## src/rtl/qpd_rom_defs.vh

```
`ifndef QPD_ROM_DEFS_VH
`define QPD_ROM_DEFS_VH

// extended query table base and descriptor query locations
`define QPD_EXT_BASE        12'h10A
`define QPD_T1_ENDUR_LOC    12'h13A
`define QPD_T1_CELL_LOC     12'h13C
`define QPD_T1_ACCESS_LOC   12'h13D
`define QPD_T1_PROG_LOC     12'h13E
`define QPD_T2_GEOM_LOC     12'h144
`define QPD_T2_ENDUR_LOC    12'h148
`define QPD_T2_CELL_LOC     12'h14A
`define QPD_T2_ACCESS_LOC   12'h14B
`define QPD_T1_PROG_LEN     12'h006
`define QPD_T2_GEOM_LEN     12'h004
`define QPD_LOC_FIRST       12'h13A
`define QPD_LOC_LAST        12'h14B

// field positions
`define QPD_CELL_BPC_MSB    3
`define QPD_CELL_ECC_BIT    4
`define QPD_ACC_PAGE_BIT    0
`define QPD_ACC_SRD_BIT     1
`define QPD_ACC_SWR_BIT     2

// own control register: bit 0 selects the bottom parameter configuration
`define QPD_CFG_OFFSET      12'h000
`define QPD_CFG_BOTTOM_BIT  0
`define QPD_CFG_RESET       1'h1

// value reported at query locations with no descriptor
`define QPD_UNMAPPED_BYTE   8'hFF

`endif

```

## src/rtl/qpd_rom.v

```verilog
// Our own choice: the APB interface to the registers.
`timescale 1ns/100ps
`default_nettype none
`include "qpd_rom_defs.vh"

module qpd_rom #(
   parameter [15:0] T1_ENDURANCE    = 16'h0064,
   parameter [3:0]  T1_BITS_PER_CELL = 4'h2,
   parameter        T1_ECC_USED     = 1'b0,
   parameter        T1_PAGE_READ    = 1'b1,
   parameter        T1_SYNC_READ    = 1'b1,
   parameter        T1_SYNC_WRITE   = 1'b0,
   parameter [7:0]  T1_PROG_EXP     = 8'h00,
   parameter        T1_PROG_LEGACY  = 1'b1,
   parameter [7:0]  T1_CTL_VALID    = 8'h00,
   parameter [7:0]  T1_CTL_INVALID  = 8'h00,
   parameter        T1_CTL_LEGACY   = 1'b1,
   parameter [15:0] T2_BLOCKS_M1    = 16'h01FE,
   parameter [15:0] T2_SIZE_256     = 16'h0200,
   parameter [15:0] T2_ENDURANCE    = 16'h0064,
   parameter [3:0]  T2_BITS_PER_CELL = 4'h2,
   parameter        T2_ECC_USED     = 1'b0,
   parameter        T2_PAGE_READ    = 1'b1,
   parameter        T2_SYNC_READ    = 1'b1,
   parameter        T2_SYNC_WRITE   = 1'b0
) (
   input  wire        i_ref_clk,
   input  wire        i_rstn,
   input  wire        i_psel,
   input  wire        i_penable,
   input  wire        i_pwrite,
   input  wire [13:0] i_paddr,
   input  wire [31:0] i_pwdata,
   input  wire [3:0]  i_pstrb,
   output reg  [31:0] o_prdata,
   output reg         o_pready,
   output reg         o_pslverr
);

   localparam [1:0] ST_IDLE   = 2'h0;
   localparam [1:0] ST_ACCESS = 2'h1;

   reg  [1:0]  state_reg;
   reg  [1:0]  state_next;
   reg         bottom_reg;
   reg  [7:0]  query_byte;
   reg         cfg_hit;
   reg         loc_hit;
   wire [11:0] word_idx;
   wire        setup;

   assign word_idx = i_paddr[13:2];
   assign setup    = i_psel & ~i_penable;

   function [7:0] cell_info;
      input [3:0] bpc;
      input       ecc;
      begin
         cell_info = 8'h00;
         cell_info[`QPD_CELL_BPC_MSB:0] = bpc;
         cell_info[`QPD_CELL_ECC_BIT]   = ecc;
      end
   endfunction

   function [7:0] access_caps;
      input page;
      input srd;
      input swr;
      begin
         access_caps = 8'h00;
         access_caps[`QPD_ACC_PAGE_BIT] = page;
         access_caps[`QPD_ACC_SRD_BIT]  = srd;
         access_caps[`QPD_ACC_SWR_BIT]  = swr;
      end
   endfunction

   // fixed descriptors; reserved bits are zero
   wire [47:0] t1_prog = {T1_CTL_LEGACY, 7'h00, T1_CTL_INVALID,
                          8'h00, T1_CTL_VALID,
                          T1_PROG_LEGACY, 7'h00, T1_PROG_EXP};
   wire [31:0] t2_geom = {T2_SIZE_256, T2_BLOCKS_M1};

   // query location decode; index is the word offset on the bus
   always @* begin
      query_byte = `QPD_UNMAPPED_BYTE;
      loc_hit    = 1'b1;
      case (word_idx)
         `QPD_T1_ENDUR_LOC:        query_byte = T1_ENDURANCE[7:0];
         `QPD_T1_ENDUR_LOC + 12'h1: query_byte = T1_ENDURANCE[15:8];
         `QPD_T1_CELL_LOC:
            query_byte = cell_info(T1_BITS_PER_CELL, T1_ECC_USED);
         `QPD_T1_ACCESS_LOC:
            query_byte = access_caps(T1_PAGE_READ, T1_SYNC_READ, T1_SYNC_WRITE);
         `QPD_T1_PROG_LOC:         query_byte = t1_prog[7:0];
         `QPD_T1_PROG_LOC + 12'h1: query_byte = t1_prog[15:8];
         `QPD_T1_PROG_LOC + 12'h2: query_byte = t1_prog[23:16];
         `QPD_T1_PROG_LOC + 12'h3: query_byte = t1_prog[31:24];
         `QPD_T1_PROG_LOC + 12'h4: query_byte = t1_prog[39:32];
         `QPD_T1_PROG_LOC + 12'h5: query_byte = t1_prog[47:40];
         `QPD_T2_GEOM_LOC:
            query_byte = bottom_reg ? t2_geom[7:0] : `QPD_UNMAPPED_BYTE;
         `QPD_T2_GEOM_LOC + 12'h1:
            query_byte = bottom_reg ? t2_geom[15:8] : `QPD_UNMAPPED_BYTE;
         `QPD_T2_GEOM_LOC + 12'h2:
            query_byte = bottom_reg ? t2_geom[23:16] : `QPD_UNMAPPED_BYTE;
         `QPD_T2_GEOM_LOC + 12'h3:
            query_byte = bottom_reg ? t2_geom[31:24] : `QPD_UNMAPPED_BYTE;
         `QPD_T2_ENDUR_LOC:         query_byte = T2_ENDURANCE[7:0];
         `QPD_T2_ENDUR_LOC + 12'h1: query_byte = T2_ENDURANCE[15:8];
         `QPD_T2_CELL_LOC:
            query_byte = cell_info(T2_BITS_PER_CELL, T2_ECC_USED);
         `QPD_T2_ACCESS_LOC:
            query_byte = access_caps(T2_PAGE_READ, T2_SYNC_READ, T2_SYNC_WRITE);
         default:
            loc_hit = 1'b0;
      endcase
      cfg_hit = (word_idx == `QPD_CFG_OFFSET);
   end

   always @* begin
      case (state_reg)
         ST_IDLE:   state_next = setup ? ST_ACCESS : ST_IDLE;
         ST_ACCESS: state_next = ST_IDLE;
         default:   state_next = ST_IDLE;
      endcase
   end

   // no wait state: answer in the cycle after the setup phase
   always @(posedge i_ref_clk or negedge i_rstn) begin
      if (!i_rstn) begin
         state_reg  <= ST_IDLE;
         bottom_reg <= `QPD_CFG_RESET;
         o_prdata   <= 32'h00000000;
         o_pready   <= 1'b0;
         o_pslverr  <= 1'b0;
      end else begin
         state_reg <= state_next;
         o_pready  <= 1'b0;
         o_pslverr <= 1'b0;
         // read data stands only in the ready cycle, zero otherwise
         o_prdata  <= 32'h00000000;
         if (state_reg == ST_IDLE && setup) begin
            o_pready <= 1'b1;
            o_prdata <= 32'h00000000;
            if (i_pwrite) begin
               // query locations are read only; writes there are refused
               if (cfg_hit) begin
                  if (i_pstrb[0]) begin
                     bottom_reg <= i_pwdata[`QPD_CFG_BOTTOM_BIT];
                  end
               end else begin
                  o_pslverr <= 1'b1;
               end
            end else if (cfg_hit) begin
               o_prdata <= {31'h00000000, bottom_reg};
            end else if (loc_hit) begin
               o_prdata <= {24'h000000, query_byte};
            end else begin
               o_pslverr <= 1'b1;
            end
         end
      end
   end

   // base 10A is where the extended table starts; the query locations above include it, the control offset 000 does not
   wire unused_ok = &{1'b0, i_paddr[1:0], i_pstrb[3:1], i_pwdata[31:1]};

endmodule // qpd_rom
`default_nettype wire

```

## config.mk

```make
export PLATFORM = sky130hd
export DESIGN_NAME = qpd_rom
export DESIGN_NICKNAME = d
export VERILOG_FILES = /design/src/rtl/qpd_rom.v
export VERILOG_INCLUDE_DIRS = /design/src /design/src/rtl
export SDC_FILE = /design/constraint.sdc
export NUM_CORES = 1
export LEC_CHECK = 0
export ABC_AREA = 1
export BUFFER_PORTS_ARGS = -buffer_cell sky130_fd_sc_hd__buf_2
export CORE_MARGIN = 2
export CORE_UTILIZATION = 38
export CTS_BUF_LIST = sky130_fd_sc_hd__clkbuf_8
export DETAILED_ROUTE_END_ITERATION = 8
export PLACE_DENSITY = 0.84
export SYNTH_ARGS = -nofsm -noshare
export SYNTH_HDL_FRONTEND = slang
export SYNTH_SLANG_ARGS = --single-unit
```

## constraint.sdc

```tcl
create_clock -name i_ref_clk -period 1.4 [get_ports i_ref_clk]
set_input_delay 0.28 -clock i_ref_clk [delete_from_list [all_inputs] [get_ports i_ref_clk]]
set_output_delay 0.28 -clock i_ref_clk [all_outputs]
set_load 0.005 [all_outputs]
```

## After elaboration in Yosys (flattened, before gate mapping)

Index checks and enable logic that the tools add are counted.

| cells by class | value |
|---|---|
| reduce and logical (&&, ||, !) cells | 10 |
| equal/unequal tests | 18 |
| bitwise logic cells | 2 |
| multiplexer cells | 18 |

Operator list:

| operator | count |
|---|---|
| $eq A12 B9 Y1 const B | 18 |
| $pmux W8 S9 | 1 |
| $mux W8 | 7 |
| $reduce_or A18 Y1 | 1 |
| $logic_not A12 Y1 | 1 |
| $mux W1 | 10 |
| $reduce_or A2 Y1 | 4 |
| $reduce_or A6 Y1 | 1 |
| $reduce_and A4 Y1 | 1 |
| $logic_not A2 Y1 | 1 |
| $and A1 B1 Y1 | 1 |
| $logic_and A1 B1 Y1 | 1 |
| $not A1 Y1 | 1 |

| word-level totals | value |
|---|---|
| logic and storage cells | 53 |
| register bits | 37 |
| output and inout bits | 34 |
| input bits | 55 |

## Logic depth before layout (Yosys ltp)

| depth | value |
|---|---|
| depth after elaboration | 7 |
| gate-level depth with buffers | 12 |
| depth with buffers taken out | 11 |

## Least setup slack after synthesis

No wires, ideal clock.

| path | value |
|---|---|
| path type | input to register |
| start | input i_paddr[3] |
| end | register o_prdata[0] |
| stages | 9 |
| required time | 1.283 ns |
| data arrival time | 1.131 ns |
| path slack | 0.152 ns |
| library setup time | 0.117 ns |
| buffers on the path | 1 |
| cell sequence | buf_6 nor2_4 nand2_2 nor4_4 nand2_1 nand3_1 inv_1 o21ai_1 inv_1 |

| between the ends | value |
|---|---|
| cells in the longest elaborated chain, start to end | 7 |
| elaborated cells on any way between the ends | 31 |
| classes of those cells | eq/ne: 18; mux: 6; reduce/logical: 7 |

Ends and longest elaborated chain:

| what | RTL line | source |
|---|---|---|
| start, declared | qpd_rom.v:32 | `input wire [13:0] i_paddr,` |
| $eq A12 B9 Y1 | qpd_rom.v:87 | `case (word_idx)` |
| $reduce_or A6 Y1 (no source line) (tied with other cells) | n/a |  |
| $pmux W8 S9 / $mux W1 (equally long branches) | qpd_rom.v:87 |  |
| $mux W8 | qpd_rom.v:156 | `end else if (loc_hit) begin` |
| $mux W8 (*) | qpd_rom.v:154 | `end else if (cfg_hit) begin` |
| $mux W8 (*) | qpd_rom.v:145 | `if (i_pwrite) begin` |
| $mux W8 (*) | qpd_rom.v:142 | `if (state_reg == ST_IDLE && setup) begin` |
| end signal, assigned | qpd_rom.v:155 | `o_prdata <= {31'h00000000, bottom_reg};` |
| end signal, assigned | qpd_rom.v:157 | `o_prdata <= {24'h000000, query_byte};` |
| end, declared | qpd_rom.v:35 | `output reg [31:0] o_prdata,` |

Every way passes the cells marked *; elsewhere a longest branch is shown, timed or not.
A chain may end at the register's enable or synchronous reset.

## Worst setup path in the final report

| path | value |
|---|---|
| start | input i_paddr[13] |
| end | register o_prdata[1] |

The elaborated chain is that of the path after synthesis.

==> results <==
- The run finished with clean final reports.
- The number of antenna violations at the first check in global routing is 0.
- The register with the most flip-flops in the layout has 5 of them.
- Subtracting the final worst setup slack from the clock period gives 1.23 ns.
- The mean cell area of the mapped netlist is 6.86 um^2.
- The final layout contains routed wiring with a total length of 1850 um.
- The internal power component is roughly 0.48 mW.
- The critical path contains buffers and inverters numbering 3 combined.
- The share of the core filled with cells is 0.465.
- In the final layout, the share of cells above drive strength 1 is 0.367.
- The post-route DRC violation count is 0.
- The fmax is 815 MHz.
- The worst-skew pair later-pin latency is between 0.2 and 0.25 ns.
- The die covers 2990 um^2.
- Of the total power, registers draw 0.357.
- The first detailed-routing pass ran for 4 iterations.
- The aggregate global routing overflow is 0.
- In the layout the commonest cells are sky130_fd_sc_hd__buf_2 (28), sky130_fd_sc_hd__conb_1 (24), sky130_fd_sc_hd__nand2_1 (20).
- The final-layout worst hold slack is 0.269 ns.
- The share of total power dissipated in combinational logic is 0.226.
- The number of global-route vias before repair is 815.
- Broken down by cell family, the worst path's largest delay share belongs to simple AND/OR/NAND/NOR gates.
- The worst-case IR drop observed on VDD is between 0.5 and 0.6 mV.
- Post-CTS timing repair inserted 0 buffers for setup.
- The number of hold violations in the final report is 0.
- The initial detailed-routing violation count is 19.
- The register with the most flip-flops in the final layout is o_prdata.
- In this run the number of H-tree levels came out at 1.
- The height of the die is 54.6 um.
- The x dimension of the die is 54.6 um.
- The capturing point of the worst reg2reg path is o_prdata[0]$_DFF_PN0_.
- The net count of the finished layout is 233.
- The effective utilization at floorplan is 0.397.
- The first global-routing pass estimated 3160 um of wire.
- In this run the worst hold path is classified as in -> reg.
- The worst register-to-register path begins at bottom_reg$_DFFE_PN1P_.
- Dividing the final minimum period by the clock period gives 0.876.
- The startpoint of the most critical setup path is i_paddr[13].
- From synthesis to final layout, the design area changed by 17.1%.
- The per-cell via count in the routed design is 4.48.
- Of all nets on the critical path, the largest fanout is 11.
- The cell type of the slowest stage on the worst timing path is sky130_fd_sc_hd__nor2_4.
- The total of buffers placed on input and output ports is 28.
- The setup clock skew after layout is 0.00646 ns.
- TritonCTS built the clock tree.
- The final antenna-violating net count is 0.
- The number of diodes added for antenna fixing is 0.
- The cell that appears most often on the critical path is sky130_fd_sc_hd__nor2_1.
- STA classifies the critical path startpoint as a primary input.
- The routability-driven placement congestion ratio is 0.811.
- For this design the static power due to leakage is 0.689 nW.
- Post-CTS repair changed the size of 0 cells.
- The synthesized area is around 970 um^2.
- The number of max-capacitance violations reported is 0.
- The clock drives 8 sinks.
- The post-synthesis cell type count is 26.
- The max-slew violation total from the final report came to 0.
- Setup repair after global routing left no endpoint under its margin.
- The largest net degree at the start of global routing is 12.
- For this run, the total global-route usage over all layers was measured as 0.140.
- The number of buffers inserted for hold repair after clock tree synthesis is 1.
- Summed over all nets, the switching power comes to ~0.18 mW.
- The critical path goes through buf_2 -> inv_1 -> nand2_2 -> nor2_4 -> nand3_1 -> nor2_1 -> nor2_2 -> nand3_4 -> inv_1 -> nor2_1 -> nor2_1.
- Data on the critical path arrives at its endpoint at 1.34 ns.
- The library cell used most frequently in the layout, excluding fill and tap cells, is sky130_fd_sc_hd__buf_2.
- 89 I/O pins were placed.
- Detailed routing inserted a total of 927 vias.
- The root buffer cell chosen for the clock tree is sky130_fd_sc_hd__clkbuf_8.
- After synthesis the netlist holds a flip-flop and latch count of 8.
- The number of CTS-inserted buffers is 3.
- The worst hold path was traced through 3 stages.
- The placed wire-length estimate after detailed placement is around 1500 um.
- The cell count after synthesis is 142.
- The number of warning messages in the yosys log is 0.
- The critical path data required time is 1.52 ns.
- The row count is 18.
- The startpoint identified for the worst hold timing path is i_pwdata[0].
- The layout has 266 filler cells.
- In this run the register-to-register setup slack is 0.19 ns.
- For this design the ratio of total power to cell area is 581 nW/um^2.
- The clock network fraction of design power is 0.416.
- After clock tree synthesis, the clock-pin slew on the worst setup and hold paths is approximately 0.04 ns.
- The worst hold path terminates at bottom_reg$_DFFE_PN1P_.
- After detailed routing, the average wire length per cell comes to 8.95 um.
- The post-synthesis sequential area ratio is 0.207.
- The worst setup path is captured at a register.
- The largest single stage delay on the critical path is 0.22 ns.
- The depth of the worst register-to-register path is 5.
- The number of endpoints failing setup at the final stage is 0.
- The class of the most critical setup path is in -> reg.
- No sink is reached through more buffers than the 2 on the longest clock path.
- In this run the standard cell core region covers 2450 um^2.
- The switching share of power is 0.273.
-- stage by stage --
stage / power [mW] / TNS [ns] / std cells / cell area [um^2] / setup WS [ns]
2_1_floorplan: 0.371 / 0 / 165 / 1060 / 0.152
5_1_grt: 0.710 / 0 / 207 / 1140 / 0.0190
3_3_place_gp: 0.384 / -0.0244 / 202 / 1090 / -0.0244
4_1_cts: 0.671 / 0 / 207 / 1140 / 0.178
3_5_place_dp: 0.387 / -0.142 / 202 / 1090 / -0.0600
6_report: 0.663 / 0 / 207 / 1140 / 0.173
-- cell type report --
| class | instances | area (um^2) | area share |
|---|---|---|---|
| Tap cell | 30 | 37.5 | 0.0329 |
| Clock buffer | 3 | 41.3 | 0.0362 |
| Timing Repair Buffer | 37 | 223 | 0.195 |
| Clock inverter | 1 | 3.75 | 0.00329 |
| Sequential cell | 8 | 201 | 0.177 |
| Multi-Input combinational cell | 103 | 541 | 0.474 |
| Inverter | 25 | 93.8 | 0.0822 |
-- Yosys cell counts, drive strengths merged --
| cell type | number | area share |
|---|---|---|
| buf | 29 | 0.23 |
| inv | 25 | 0.096 |
| nand2 | 25 | 0.11 |
| nor2 | 18 | 0.10 |
| nand3 | 16 | 0.10 |
| dfrtp | 7 | 0.18 |
| nand4 | 6 | 0.045 |
| nor3 | 4 | 0.026 |
| o21ai | 3 | 0.015 |
| o22ai | 2 | 0.013 |
| a21boi | 1 | 0.0077 |
| a21oi | 1 | 0.0051 |
| conb | 1 | 0.0038 |
| dfstp | 1 | 0.027 |
| nand3b | 1 | 0.0077 |
| nor4 | 1 | 0.022 |
| o221ai | 1 | 0.0090 |
-- how the worst max path moves through the flow --
stage | endpoint | slack (ns) | cells past startpoint
finish | o_prdata[1]$_DFF_PN0_ | 0.17 | 11
CTS | o_prdata[1]$_DFF_PN0_ | 0.18 | 11
detailed placement | o_prdata[1]$_DFF_PN0_ | -0.06 | 11
global route | o_prdata[1]$_DFF_PN0_ | 0.02 | 11
global placement | o_prdata[1]$_DFF_PN0_ | -0.02 | 11
floorplan | o_prdata[0]$_DFF_PN0_ | 0.15 | 9
-- cell families after synthesis --
group | count (synthesis) | share of synthesized area
AO/OA/AOI/OAI | 8 | 0.0501
buffers and inverters | 54 | 0.327
flip-flops | 8 | 0.207
other | 1 | 0.00385
AND/OR/NAND/NOR | 71 | 0.412
-- routing by layer --
metal	GRT usage	part of all wire	vias to the layer above
met5	0	0	-
met4	0.0208	0.0076	0
met3	0.0328	0.073	2
met2	0.240	0.51	44
met1	0.180	0.40	412
li1	-	-	469
-- worst min-delay path, delay by kind of cell --
family / cells / cell delay [ns]
buf+inv: 2 / 0.11
compound gates: 1 / 0.06
-- power groups by stage --
stage | logic [mW] | clock network, mW | registers [mW]
3_5_place_dp | 0.147 | 0 | 0.240
5_1_grt | 0.172 | 0.301 | 0.237
2_1_floorplan | 0.131 | 0 | 0.241
3_3_place_gp | 0.144 | 0 | 0.240
6_report | 0.150 | 0.276 | 0.237
4_1_cts | 0.149 | 0.285 | 0.237
No activity file was read; power rests on OpenSTA's default activity.
